===== src/vlink_cfg_pkg.sv =====
// Purpose: constants for the virtual-side link configuration register bank
// Assumes: dword-addressed configuration accesses, byte offsets as printed
// Notes:   field positions and reset values are named once here
package vlink_cfg_pkg;
    // offsets
    localparam logic [11:0] off_link_capability            = 12'h074;
    localparam logic [11:0] off_link_status_control        = 12'h078;
    localparam logic [11:0] off_link_status_control_second = 12'h098;
    localparam logic [11:0] off_subsystem_cap_header       = 12'h0A4;
    localparam logic [11:0] off_vendor_cap_three_header    = 12'h0C8;
    localparam logic [11:0] off_vendor_cap_three_extra     = 12'h0CC;
    localparam logic [11:0] off_virtual_bar_zero_one_setup = 12'h0D0;
    localparam logic [11:0] off_cursor_address             = 12'h0F8;
    localparam logic [11:0] off_cursor_data                = 12'h0FC;
    localparam logic [11:0] off_extended_base              = 12'h100;
    // speed codes
    localparam logic [3:0] speed_gen1      = 4'h1;
    localparam logic [3:0] speed_gen2      = 4'h2;
    // link capability values
    localparam logic [1:0] aspm_support_rst = 2'h1;
    localparam logic [2:0] l0s_exit_gen2    = 3'h4;
    localparam logic [2:0] l0s_exit_gen1    = 3'h5;
    localparam logic [2:0] l1_exit_gen2     = 3'h1;
    localparam logic [2:0] l1_exit_gen1     = 3'h2;
    localparam logic [5:0] width_x1         = 6'h01;
    localparam logic [5:0] width_x16        = 6'h10;
    localparam logic [5:0] width_down       = 6'h00;
    // link control write masks: aspm 1:0, common clock 6, extended sync 7
    localparam logic [15:0] link_control_mask  = 16'h00C3;
    localparam int          common_clock_bit   = 6;
    // second control: speed 3:0, compliance 4, margin 9:7, mod 10, skp 11, deemph 12
    localparam logic [15:0] link_control2_mask = 16'h1F9F;
    localparam logic [15:0] link_control2_rst  = 16'h0002;
    localparam int          enter_compliance_bit = 4;
    localparam int          compliance_skp_bit   = 11;
    localparam int          compliance_deemph_bit = 12;
    // capability headers
    localparam logic [7:0] subsys_cap_id       = 8'h0D;
    localparam logic [7:0] subsys_next_ptr     = 8'hC8;
    localparam logic [7:0] vendor_cap_id       = 8'h09;
    localparam logic [7:0] vendor_next_ptr     = 8'h00;
    localparam logic [7:0] vendor_cap_length   = 8'h38;
    localparam logic [31:0] vendor_extra_rst   = 32'h03800002;
    // virtual_bar_zero_one_setup codes
    localparam logic [1:0] bar_disabled        = 2'h0;
    localparam logic [1:0] bar_reserved        = 2'h1;
    localparam logic [1:0] bar_32bit           = 2'h2;
    localparam logic [1:0] bar_64bit           = 2'h3;
    // cursor address: offset 25:16, select 31
    localparam logic [31:0] cursor_addr_mask   = 32'h83FF0000;
    // l0s exit time symbol scale (ns per symbol) and symbols per fts
    localparam int          symbols_per_fts    = 4;
    localparam int          symbol_ns_gen1     = 4;
    localparam int          symbol_ns_gen2     = 2;
    // l0s exit encoding thresholds in ns
    localparam int          l0s_thr_code4_ns   = 512;
    localparam int          l0s_thr_code5_ns   = 1000;
    localparam int          l0s_thr_code6_ns   = 2000;
endpackage


===== src/virtual_side_link_config_regs.sv =====
// Purpose: virtual-side link configuration registers of a non-transparent port
// Assumes: single-cycle configuration read/write port, straps held stable at reset
// Notes:   reads answer one clock after the request
`timescale 1ns/10ps
module virtual_side_link_config_regs #(
    parameter int nfts_width = 8
) (
    // clock and reset
    input  wire logic                  clk_sys,
    input  wire logic                  resetn,
    // strap balls (asynchronous levels)
    input  wire logic                  speed_select_strap,
    input  wire logic [4:0]            station_lane_config_straps,
    input  wire logic [3:0]            nontransparent_port_select_straps,
    // serial-memory preload
    input  wire logic                  preload_valid,
    input  wire logic [5:0]            preload_max_width,
    input  wire logic [7:0]            preload_subsys_cap_id,
    input  wire logic [7:0]            preload_subsys_next_ptr,
    // physical layer state
    input  wire logic                  link_up,
    input  wire logic                  link_at_gen2,
    input  wire logic [5:0]            link_width,
    input  wire logic [nfts_width-1:0] sync_nfts,
    input  wire logic [nfts_width-1:0] async_nfts,
    // configuration access
    input  wire logic                  cfg_req,
    input  wire logic                  cfg_write,
    input  wire logic [11:0]           cfg_addr,
    input  wire logic [31:0]           cfg_wdata,
    input  wire logic [3:0]            cfg_be,
    output logic                       cfg_ack,
    output logic [31:0]                cfg_rdata,
    // cursor access to extended space
    output logic                       ext_req,
    output logic                       ext_write,
    output logic                       ext_select_virtual,
    output logic [11:0]                ext_addr,
    output logic [31:0]                ext_wdata,
    output logic                       ext_device_specific_ok,
    input  wire logic [31:0]           ext_rdata,
    // controls to the training state machine
    output logic                       ltssm_insert_skp,
    output logic                       ltssm_compliance_deemph,
    output logic                       ltssm_compliance_deemph_valid,
    output logic [1:0]                 bar_zero_one_mode,
    output logic [nfts_width+4:0]      l0s_exit_ns
);

    // ****************************************
    // strap synchronisers and capture
    // ****************************************
    logic [9:0] strap_meta;
    logic [9:0] strap_sync;
    logic       strap_captured;
    logic       speed_strap;
    logic [5:0] max_width;
    logic [7:0] port_number;
    logic [7:0] subsys_id;
    logic [7:0] subsys_next;

    always_ff @(posedge clk_sys or negedge resetn) begin
        if (!resetn) begin
            strap_meta <= 10'h000;
            strap_sync <= 10'h000;
        end else begin
            strap_meta <= {speed_select_strap, station_lane_config_straps,
                           nontransparent_port_select_straps};
            strap_sync <= strap_meta;
        end
    end

    function automatic logic [5:0] lane_width(input logic [4:0] cfg);
        logic [5:0] w;
        w = vlink_cfg_pkg::width_x1;
        case (cfg[2:0])
            3'h0:    w = vlink_cfg_pkg::width_x16;
            3'h1:    w = 6'h08;
            3'h2:    w = 6'h04;
            3'h3:    w = 6'h02;
            default: w = vlink_cfg_pkg::width_x1;
        endcase
        return w;
    endfunction

    // straps are caught a few clocks after release, once the synchroniser settled
    logic [1:0] capture_wait;
    always_ff @(posedge clk_sys or negedge resetn) begin
        if (!resetn) begin
            capture_wait   <= 2'h0;
            strap_captured <= 1'b0;
            speed_strap    <= 1'b0;
            max_width      <= vlink_cfg_pkg::width_x16;
            port_number    <= 8'h00;
            subsys_id      <= vlink_cfg_pkg::subsys_cap_id;
            subsys_next    <= vlink_cfg_pkg::subsys_next_ptr;
        end else begin
            if (capture_wait != 2'h3) begin
                capture_wait <= capture_wait + 2'h1;
            end
            if (capture_wait == 2'h2 && !strap_captured) begin
                strap_captured <= 1'b1;
                speed_strap    <= strap_sync[9];
                max_width      <= lane_width(strap_sync[8:4]);
                port_number    <= {4'h0, strap_sync[3], 3'h0} |
                                  {5'h00, strap_sync[2:0]};
            end else if (preload_valid) begin
                max_width   <= preload_max_width;
                subsys_id   <= preload_subsys_cap_id;
                subsys_next <= preload_subsys_next_ptr;
            end
        end
    end

    // ****************************************
    // write decode
    // ****************************************
    logic [31:0] be_mask;
    logic        wr_any;
    assign be_mask = {{8{cfg_be[3]}}, {8{cfg_be[2]}}, {8{cfg_be[1]}}, {8{cfg_be[0]}}};
    assign wr_any  = cfg_req && cfg_write;

    function automatic logic [31:0] merge(input logic [31:0] old, input logic [31:0] wd,
                                          input logic [31:0] mask);
        return (old & ~mask) | (wd & mask);
    endfunction

    // ****************************************
    // writable fields
    // ****************************************
    logic [15:0] link_control;
    logic [15:0] link_control2;
    logic [1:0]  bar_mode;
    logic [31:0] cursor_addr;
    logic [15:0] lc_mask;
    logic [15:0] lc2_mask;

    // only the storable bits of each byte lane that is enabled
    assign lc_mask  = be_mask[15:0] & vlink_cfg_pkg::link_control_mask;
    assign lc2_mask = be_mask[15:0] & vlink_cfg_pkg::link_control2_mask;

    always_ff @(posedge clk_sys or negedge resetn) begin
        if (!resetn) begin
            link_control <= 16'h0000;
        end else if (wr_any && cfg_addr == vlink_cfg_pkg::off_link_status_control) begin
            link_control <= (link_control & ~lc_mask)
                            | (cfg_wdata[15:0] & lc_mask);
        end
    end

    // sticky: only the fundamental reset clears it
    always_ff @(posedge clk_sys or negedge resetn) begin
        if (!resetn) begin
            link_control2 <= vlink_cfg_pkg::link_control2_rst;
        end else if (wr_any && cfg_addr == vlink_cfg_pkg::off_link_status_control_second) begin
            link_control2 <= (link_control2 & ~lc2_mask)
                             | (cfg_wdata[15:0] & lc2_mask);
        end
    end

    always_ff @(posedge clk_sys or negedge resetn) begin
        if (!resetn) begin
            bar_mode <= vlink_cfg_pkg::bar_32bit;
        end else if (wr_any && cfg_be[0]
                     && cfg_addr == vlink_cfg_pkg::off_virtual_bar_zero_one_setup
                     && cfg_wdata[1:0] != vlink_cfg_pkg::bar_reserved) begin
            bar_mode <= cfg_wdata[1:0];
        end
    end

    always_ff @(posedge clk_sys or negedge resetn) begin
        if (!resetn) begin
            cursor_addr <= 32'h00000000;
        end else if (wr_any && cfg_addr == vlink_cfg_pkg::off_cursor_address) begin
            cursor_addr <= merge(cursor_addr, cfg_wdata,
                                 be_mask & vlink_cfg_pkg::cursor_addr_mask);
        end
    end

    // ****************************************
    // derived status
    // ****************************************
    logic [3:0]            supported_speeds;
    logic [3:0]            current_speed;
    logic [5:0]            neg_width;
    logic [nfts_width-1:0] nfts_sel;
    logic [nfts_width+4:0] next_l0s_ns;
    logic [2:0]            l0s_code;
    logic [2:0]            l1_code;
    logic                  gen2_now;

    assign supported_speeds = speed_strap ? vlink_cfg_pkg::speed_gen2
                                          : vlink_cfg_pkg::speed_gen1;
    assign gen2_now      = link_up && link_at_gen2 && speed_strap;
    assign current_speed = gen2_now ? vlink_cfg_pkg::speed_gen2
                                    : vlink_cfg_pkg::speed_gen1;
    assign neg_width     = link_up ? link_width : vlink_cfg_pkg::width_down;
    assign nfts_sel      = link_control[vlink_cfg_pkg::common_clock_bit]
                           ? sync_nfts : async_nfts;
    // count x 4 symbols x 2 or 4 ns, i.e. a shift by 3 or 4
    assign next_l0s_ns   = gen2_now ? {2'b00, nfts_sel, 3'b000}
                                    : {1'b0, nfts_sel, 4'h0};
    assign l0s_code      = gen2_now ? vlink_cfg_pkg::l0s_exit_gen2
                                    : vlink_cfg_pkg::l0s_exit_gen1;
    assign l1_code       = gen2_now ? vlink_cfg_pkg::l1_exit_gen2
                                    : vlink_cfg_pkg::l1_exit_gen1;

    // ****************************************
    // read mux
    // ****************************************
    logic [31:0] next_rdata;
    logic        cursor_hit;
    logic        cursor_dev_ok;

    assign cursor_dev_ok = port_number == 8'h00;
    assign cursor_hit    = cfg_req && cfg_addr == vlink_cfg_pkg::off_cursor_data;

    always_comb begin
        next_rdata = 32'h00000000;
        case (cfg_addr)
            vlink_cfg_pkg::off_link_capability:
                next_rdata = {port_number, 5'h00, 1'b0, l1_code, l0s_code,
                              vlink_cfg_pkg::aspm_support_rst, max_width,
                              supported_speeds};
            vlink_cfg_pkg::off_link_status_control:
                next_rdata = {3'h0, 1'b0, 1'b0, 1'b0, neg_width, current_speed,
                              link_control};
            vlink_cfg_pkg::off_link_status_control_second:
                next_rdata = {15'h0000, ~gen2_now, link_control2};
            vlink_cfg_pkg::off_subsystem_cap_header:
                next_rdata = {16'h0000, subsys_next, subsys_id};
            vlink_cfg_pkg::off_vendor_cap_three_header:
                next_rdata = {8'h00, vlink_cfg_pkg::vendor_cap_length,
                              vlink_cfg_pkg::vendor_next_ptr,
                              vlink_cfg_pkg::vendor_cap_id};
            vlink_cfg_pkg::off_vendor_cap_three_extra:
                next_rdata = vlink_cfg_pkg::vendor_extra_rst;
            vlink_cfg_pkg::off_virtual_bar_zero_one_setup:
                next_rdata = {30'h00000000, bar_mode};
            vlink_cfg_pkg::off_cursor_address:
                next_rdata = cursor_addr;
            vlink_cfg_pkg::off_cursor_data:
                next_rdata = ext_rdata;
            default:
                next_rdata = 32'h00000000;
        endcase
    end

    // ****************************************
    // outputs
    // ****************************************
    always_ff @(posedge clk_sys or negedge resetn) begin
        if (!resetn) begin
            cfg_ack   <= 1'b0;
            cfg_rdata <= 32'h00000000;
        end else begin
            cfg_ack   <= cfg_req;
            cfg_rdata <= (cfg_req && !cfg_write) ? next_rdata : 32'h00000000;
        end
    end

    // extended address = cursor dword offset x 4
    always_ff @(posedge clk_sys or negedge resetn) begin
        if (!resetn) begin
            ext_req                <= 1'b0;
            ext_write              <= 1'b0;
            ext_select_virtual     <= 1'b0;
            ext_addr               <= 12'h000;
            ext_wdata              <= 32'h00000000;
            ext_device_specific_ok <= 1'b0;
        end else begin
            ext_req                <= cursor_hit;
            ext_write              <= cursor_hit && cfg_write;
            ext_select_virtual     <= cursor_addr[31];
            ext_addr               <= {cursor_addr[25:16], 2'b00};
            ext_wdata              <= cfg_wdata;
            ext_device_specific_ok <= cursor_dev_ok;
        end
    end

    always_ff @(posedge clk_sys or negedge resetn) begin
        if (!resetn) begin
            ltssm_insert_skp              <= 1'b0;
            ltssm_compliance_deemph       <= 1'b0;
            ltssm_compliance_deemph_valid <= 1'b0;
            bar_zero_one_mode             <= vlink_cfg_pkg::bar_32bit;
            l0s_exit_ns                   <= '0;
        end else begin
            ltssm_insert_skp <= link_control2[vlink_cfg_pkg::compliance_skp_bit];
            ltssm_compliance_deemph <=
                link_control2[vlink_cfg_pkg::compliance_deemph_bit];
            ltssm_compliance_deemph_valid <=
                link_control2[vlink_cfg_pkg::enter_compliance_bit];
            bar_zero_one_mode <= bar_mode;
            l0s_exit_ns       <= next_l0s_ns;
        end
    end

endmodule


===== config.mk =====
export PLATFORM = sky130hd
export DESIGN_NAME = virtual_side_link_config_regs
export DESIGN_NICKNAME = d
export VERILOG_FILES = /design/src/vlink_cfg_pkg.sv /design/src/virtual_side_link_config_regs.sv
export SDC_FILE = /design/constraint.sdc
export NUM_CORES = 1
export LEC_CHECK = 0
export BUFFER_PORTS_ARGS = -buffer_cell sky130_fd_sc_hd__buf_2
export CORE_MARGIN = 8
export CORE_UTILIZATION = 40
export CTS_BUF_LIST = sky130_fd_sc_hd__clkbuf_16
export CTS_CLUSTER_DIAMETER = 30
export DETAILED_ROUTE_END_ITERATION = 10
export PLACE_DENSITY = 0.71
export SYNTH_ARGS = -nofsm -noshare
export SYNTH_HDL_FRONTEND = slang
export SYNTH_SLANG_ARGS = --single-unit

===== constraint.sdc =====
create_clock -name clk_sys -period 2.47 [get_ports clk_sys]
set_clock_uncertainty 0.05 [all_clocks]
set_input_delay 0.741 -clock clk_sys [delete_from_list [all_inputs] [get_ports clk_sys]]
set_output_delay 0.741 -clock clk_sys [all_outputs]
set_load 0.03 [all_outputs]

---- Word-level counts from Yosys, hierarchy flattened ----
Cells that the tools add are included.
operators by class
  add/sub/neg operators ................... 1
  multiply operators ...................... 0
  div/mod/pow operators ................... 0
  magnitude comparators ................... 0
  equality and inequality tests ........... 15
  shift operators ......................... 0
  mux-type cells .......................... 12
  bitwise operators ....................... 15
  reductions and logical operators ........ 19
operators with widths
  kind                                                              number
  32-bit case mux with 9 select lines                               1
  12-bit by 8-bit == test with 1-bit output, second input constant  7
  32-bit bitwise AND                                                2
  16-bit bitwise AND                                                2
  32-bit two-way mux                                                1
  32-bit inverter                                                   1
  16-bit bitwise OR                                                 2
  32-bit bitwise OR                                                 1
  12-bit by 7-bit == test with 1-bit output, second input constant  2
  5-bit case mux with 4 select lines                                1
  6-bit two-way mux                                                 3
  16-bit by 13-bit bitwise AND with 16-bit output                   1
  16-bit by 8-bit bitwise AND with 16-bit output                    1
  13-bit inverter with 16-bit output                                1
  8-bit inverter with 16-bit output                                 1
  1-bit logical AND                                                 13
  12-bit two-way mux                                                1
  8-bit zero test                                                   1
  8-bit two-way mux                                                 1
  3-bit by 2-bit == test with 1-bit output, second input constant   2
  2-bit two-way mux                                                 3
  4-bit by 3-bit bitwise OR with 4-bit output                       1
  3-bit by 1-bit == test with 1-bit output, second input constant   1
  3-bit zero test                                                   1
  other kinds (9)                                                   11
word-level totals
  flip-flop bits (word level) ............. 216
  latch bits .............................. 0
  bits in writable memories ............... 0
  bits in read-only memories .............. 0
  input bits .............................. 141
  output and inout bits ................... 99
  logic and storage cells ................. 88
  memories ................................ 0

---- Longest topological paths before layout ----
Gate-level depths: netlist (run 1).
  word-level depth ........................ 5
  depth in mapped cells ................... 7
  mapped depth without buffers ............ 6

---- Worst setup path after synthesis (run 1) ----
OpenSTA, ideal clock, no wires.
  path type ............................... in2reg
  start ................................... input port cfg_addr[1]
  end ..................................... register (tool-made name)
  library setup time ...................... 0.128 ns
  arrival ................................. 2.259 ns
  data required time ...................... 2.292 ns
  setup slack ............................. 0.034 ns
  stages .................................. 6
  path buffers ............................ 2
  cells stage by stage .................... or4_4 -> buf_6 -> nor3_1 -> and2_1 -> buf_2 -> mux2_1
RTL lines
  what         line                                 text
  from (decl)  virtual_side_link_config_regs.sv:29  input wire logic [11:0] cfg_addr,

==> impl_metrics.csv, run 1 <==
group,metric,value,unit
critical_path,endpoint_kind,"flop",
critical_path,timing.rr.end,"subsys_next[2]$_DFFE_PN0P_",
clocking,cts_setup_buffers,0,
sta,setup_viol,0,
critical_path,crit_family,"simple AND/OR/NAND/NOR gates",
place,numPortBuffers,231,
synth,synth-seq-cells,167,
sta,relSlewSlack,0.623,
floorplan,core-area,0.0164,mm²
synth,syn_area,0.00664,mm²
clocking,clk_latency,0.43,ns
sta,min_period_over_period,0.925,
grt,grt_start_max_net_pins,46,
grt,grt_pass1_vias,5315,
clocking,cts_resized,0,
synth,synthFlopType,"dfrtp_1",
critical_path,critPathMaxStageDelay,0.57,ns
layout,drive_gt1_frac,0.462,
critical_path,path_depth,6,
min_path,hold_path_class,"in -> async",
routing,vias,5031,
synth,yosysSeqAreaShare,0.632,
synth,async_reset_ff_frac,1.00,
sta,max_freq,438,MHz
routing,wl_per_cell,19.1,µm
sta,hold_viol_final,0,
place,place_inst,968,
layout,final_nets,910,
power,ir_drop,0.000485,V
job,maxCapViolCount,0,
grt,grt_pass1_wl,28800,µm
floorplan,die_w,145,µm
critical_path,critPathLaunch,"cfg_addr[1]",
layout,final_cell_area,0.00894,mm²
synth,avgSynthCellArea,13.2,µm²
clocking,clockRootBuffer,"clkbuf_16",
sta,fin_crit,2.29,ns
clocking,cts.htree.levels,4,
grt,antenna_found_initial,4,
critical_path,cp_max_fo,4,
routing,vias_per_cell,5.01,
synth,syn_inst,502,
power,cellPowerDensity,673,mW/mm²
floorplan,start_util,0.404,
floorplan,pin_count,240,
critical_path,r2r_cells,6,
place,gp_congestion,0.852,
critical_path,cp.buffers_inverters,2,
clocking,clock-sinks,167,
critical_path,startpoint_type,"primary input",
critical_path,rrSetupSlack,0.71,ns
place,dp_hpwl,14900,µm
place,place_area,0.00835,mm²
grt,track_usage,0.184,
layout,syn_to_final_growth,34.7,%
synth,yosysUniqueCellTypes,61,
layout,finalNonFillerCells,1004,
routing,drtPass1Iterations,4,
sta,rsz0062_at_grt,"false",
layout,fillers,1442,
critical_path,cp.required,2.72,ns
synth,synth_edf_count,0,
sta,final.setup.worst_slack,0.184,ns
critical_path,worst_ep_arrival_time,2.54,ns
critical_path,crit_chain,"buf_2 -> or4_4 -> nor3_1 -> and2_1 -> buf_4 -> mux2_1",
critical_path,path_class,"in -> reg",
clocking,numCtsBuffers,17,
floorplan,die_h,145,µm
place,pre_cts_ws,-0.195,ns
routing,drtAntennaViolNets,0,
power,total_power,6.02,mW
sta,slew_viol_final,0,
outcome,status,"finished, final reports clean",
floorplan,die_area,0.0210,mm²
grt,grt_overflow,0,
clocking,clockBufferDepth,2,
critical_path,worst_path_max_delay_cell,"or4_4",
routing,drt_wl_total,19200,µm
routing,drcViolationCount,0,
clocking,cts_tree,"done",
power,p_leak,4.46,nW
clocking,path_clk_slew,0.07,ns
floorplan,rows,47,
critical_path,r2r-start,"capture_wait[0]$_DFFE_PN0P_",
sta,tightestPinTransition,0.566,ns
clocking,postCtsHoldBufs,0,
synth,ys_warn_count,0,
routing,drt_iter0_drc,253,
routing by layer:
layer	GRT usage	up-vias	wire length (µm)
met4	0.0723	2	433
met1	0.218	2458	7450
met2	0.306	186	9520
met3	0.0571	35	1750
met5	0	-	8
li1	-	2350	-
stage by stage:
| stage | hold slack [ns] | util | setup TNS, ns |
|---|---|---|---|
| 2_1_floorplan | 0.281 | - | 0 |
| 3_3_place_gp | 0.284 | 0.509 | -2.48 |
| 3_5_place_dp | 0.285 | 0.509 | -3.04 |
| 4_1_cts | 0.166 | 0.544 | 0 |
| 5_1_grt | 0.172 | 0.544 | 0 |
| 6_report | 0.159 | 0.545 | 0 |
synthesized netlist by cell type (all sizes together) (3+ instances only):
master / number / area, µm²
nand3b: 4 / 30.0
a22o: 6 / 52.6
and3: 10 / 62.6
a22oi: 7 / 52.6
nand4b: 4 / 35.0
a211oi: 3 / 22.5
dfstp: 10 / 263
a32oi: 14 / 123
nor2b: 3 / 18.8
or4bb: 5 / 56.3
nand2: 35 / 136
nand3: 17 / 85.1
nand2b: 5 / 31.3
nor3: 12 / 70.1
inv: 10 / 37.5
mux2i: 10 / 100
mux2: 41 / 462
nor4: 10 / 111
clkbuf: 21 / 78.8
a21oi: 22 / 110
nor2: 16 / 60.1
and2: 3 / 18.8
mux4: 7 / 158
buf: 16 / 101
o22ai: 3 / 18.8
dfrtp: 157 / 3930
o21ai: 17 / 85.1
cell families (layout without fill, tap and decap cells):
logic type               after synthesis  in the layout  synth area share
multiplexers                          58             58             0.108
AND/OR/NAND/NOR                      139            139             0.131
adder cells (fa/ha/maj)                2              2           0.00377
buffers and inverters                 47            320            0.0328
flip-flops                           167            167             0.632
AO/OA/AOI/OAI                         86             86            0.0888
XOR/XNOR                               2              2           0.00264
other                                  1             10          0.000565
worst min-delay path by stage:
stage / depth (start not counted) / end / start / slack [ns]
final: 1 / ext_wdata[24]$_DFF_PN0_ / resetn / 0.16
after global routing: 1 / ext_wdata[25]$_DFF_PN0_ / resetn / 0.17
after CTS: 1 / ext_wdata[25]$_DFF_PN0_ / resetn / 0.17
after detailed placement: 0 / strap_sync[3]$_DFF_PN0_ / strap_meta[3]$_DFF_PN0_ / 0.28
after global placement: 0 / strap_sync[9]$_DFF_PN0_ / strap_meta[9]$_DFF_PN0_ / 0.28
after floorplan: 0 / strap_sync[0]$_DFF_PN0_ / strap_meta[0]$_DFF_PN0_ / 0.28
power breakdown:
part	internal, mW	switching (mW)	leakage [nW]
clock network	1.50	1.11	0.287
logic	0.211	0.322	2.09
registers	2.83	0.0381	2.08
total	4.54	1.48	4.46
final cells by class:
class	instances	area (µm²)	area share
Tap cell	220	275	0.0308
Timing Repair Buffer	278	1590	0.178
Antenna cell	4	10.0	0.00112
Multi-Input combinational cell	293	2250	0.252
Inverter	10	37.5	0.00420
Clock inverter	15	154	0.0172
Clock buffer	17	425	0.0476
Sequential cell	167	4190	0.469
cell usage in the layout, fill, tap and decap left out, drive strengths merged, types with 12 or more instances in the layout:
cell type  synthesis  final
a21oi             22     22
a32oi             14     14
buf               16    278
clkbuf            21     17
dfrtp            157    157
inv               10     15
mux2              41     41
nand2             35     35
nand3             17     17
nor2              16     16
nor3              12     12
o21ai             17     17
Note: power is estimated with default switching activity, not from simulation.
==> run 2: changes to the inputs <==
BUFFER_PORTS_ARGS = default   (was -buffer_cell sky130_fd_sc_hd__buf_2)
DONT_BUFFER_PORTS = 1   (was default)
PLACE_DENSITY = 0.58   (was 0.71)
==> run 2 against run 1 <==
The run now ends with hold timing left. Sequential share of layout area grew 8.1 points. Clock power shrank 2%. Utilization shrank 8.0 points. Final area shrank 15%. Hold slack lost 0.20 ns. Critical path depth shrank 1. Largest cell class unchanged.
==> impl_metrics.csv, run 2 (synthesized netlist as in run 1, its figures left out) <==
group,metric,value,unit
place,dp_hpwl,13800,µm
layout,antenna_cells,0,
floorplan,start_util,0.404,
floorplan,pin_count,240,
sta,fin_tns_setup,0,ns
sta,min_period_over_period,0.840,
sta,tightestPinTransition,0.579,ns
min_path,hold_path_class,"in -> async",
grt,antenna_found_initial,3,
layout,drive_gt1_frac,0.220,
clocking,cts_resized,0,
power,comb_power_share,0.033,
clocking,clock-sinks,167,
clocking,numCtsBuffers,17,
power,ir_drop,0.000431,V
routing,drcViolationCount,0,
floorplan,core-area,0.0164,mm²
power,pwr-share-seq,0.518,
layout,final_common_cell,"dfrtp_1",
grt,grt_pass1_vias,4539,
place,gp_congestion,0.843,
layout,final_nets,667,
place,numPortBuffers,0,
sta,whs,-0.0432,ns
critical_path,startpoint_type,"primary input",
routing,drtAntennaViolNets,0,
outcome,status,"finished with violations",
floorplan,die_h,145,µm
clocking,cts_tree,"done",
power,netSwitchingPower,1.44,mW
sta,setup_viol,0,
grt,grt_pass1_wl,27300,µm
job,maxCapViolCount,0,
sta,fin_crit,2.07,ns
power,p_int,4.27,mW
outcome,violations,"hold timing",
sta,max_freq,482,MHz
routing,wl_per_cell,24.4,µm
sta,slew_viol_final,0,
critical_path,endpoint_kind,"flop",
routing,drt_iter0_drc,308,
grt,grt_overflow,0,
power,pwr-share-clk,0.449,
power,cellPowerDensity,749,mW/mm²
routing,drtPass1Iterations,5,
clocking,clockBufferDepth,2,
layout,final_cell_mix,"157 x dfrtp_1, 33 x nand2_1, 33 x buf_4",
critical_path,worst_ep_arrival_time,2.35,ns
critical_path,cp_max_fo,5,
power,p_sw_frac,0.252,
power,p_leak,3.39,nW
clocking,cts_setup_buffers,0,
layout,finalNonFillerCells,757,
layout,syn_to_final_growth,14.9,%
clocking,cts.htree.levels,4,
place,place_inst,725,
routing,vias,4306,
floorplan,rows,47,
clocking,path_clk_slew,0.07,ns
critical_path,path_class,"in -> reg",
floorplan,die_area,0.0210,mm²
floorplan,die_w,145,µm
grt,track_usage,0.177,
sta,relSlewSlack,0.613,
sta,hold_viol_final,90,
sta,rsz0062_at_grt,"false",
clocking,clockRootBuffer,"clkbuf_16",
clocking,clk_latency,0.43,ns
critical_path,cp.required,2.75,ns
grt,grt_start_max_net_pins,168,
routing,vias_per_cell,5.69,
routing,drt_wl_total,18400,µm
[run 2: cell count changes in the layout (fill, tap and decap cells not counted), sizes merged]
cell,previous run,this run
clkinvlp,2,1
bufinv,2,0
clkinv,6,5
diode,4,0
buf,278,35
inv,15,19
[run 2: cell type report]
type                            count  area, µm²
Inverter                           10       37.5
Timing Repair Buffer               35        288
Fill cell                        1467       8780
Sequential cell                   167       4190
Clock inverter                     15        155
Clock buffer                       17        425
Tap cell                          220        275
Multi-Input combinational cell    293       2250
[run 2: path summary, 6_finish.rpt]
path | slack, ns | from | cells past startpoint | end
worst max-delay path | 0.40 | cfg_addr[1] | 5 | cfg_rdata[0]$_DFF_PN0_
worst min-delay path | -0.04 | resetn | 0 | ext_addr[3]$_DFF_PN0_
worst max register to register | 0.71 | capture_wait[0]$_DFFE_PN0P_ | 6 | subsys_id[1]$_DFFE_PN0P_
worst min register to register | 0.30 | strap_meta[0]$_DFF_PN0_ | 0 | strap_sync[0]$_DFF_PN0_
max in group asynchronous | 2.08 | resetn | 0 | subsys_id[2]$_DFFE_PN1P_
min in group clk_sys | 0.28 | speed_select_strap | 0 | strap_meta[9]$_DFF_PN0_
[run 2: critical path, cell delays in order]
cell      delay [ns]
or4_4           0.58
buf_4           0.19
nor4_1          0.50
a211oi_1        0.12
a311oi_2        0.22
[run 2: power groups by stage]
stage	clock, mW	combinational (mW)	sequential [mW]
global placement	0	0.180	3.01
detailed placement	0	0.186	3.01
CTS	2.63	0.186	2.96
global route	2.74	0.202	2.97
floorplan	0	0.172	2.99
finish	2.57	0.186	2.96
[run 2: routing by layer]
layer  vias up  GRT usage  share of wire
met5         -          0         0.0022
met4         6     0.0701          0.022
met3        31     0.0650           0.10
met2       222      0.292           0.50
met1      2181      0.205           0.37
li1       1866          -              -
[run 2: stage by stage]
step / setup WS [ns] / area [µm²] / power, mW / util
2_1_floorplan: 0.0336 / 6660 / 3.17 / -
3_3_place_gp: -0.0322 / 7050 / 3.19 / 0.429
3_5_place_dp: -0.0271 / 7050 / 3.20 / 0.429
4_1_cts: 0.397 / 7630 / 5.78 / 0.465
5_1_grt: 0.302 / 7630 / 5.91 / 0.465
6_report: 0.396 / 7630 / 5.71 / 0.465
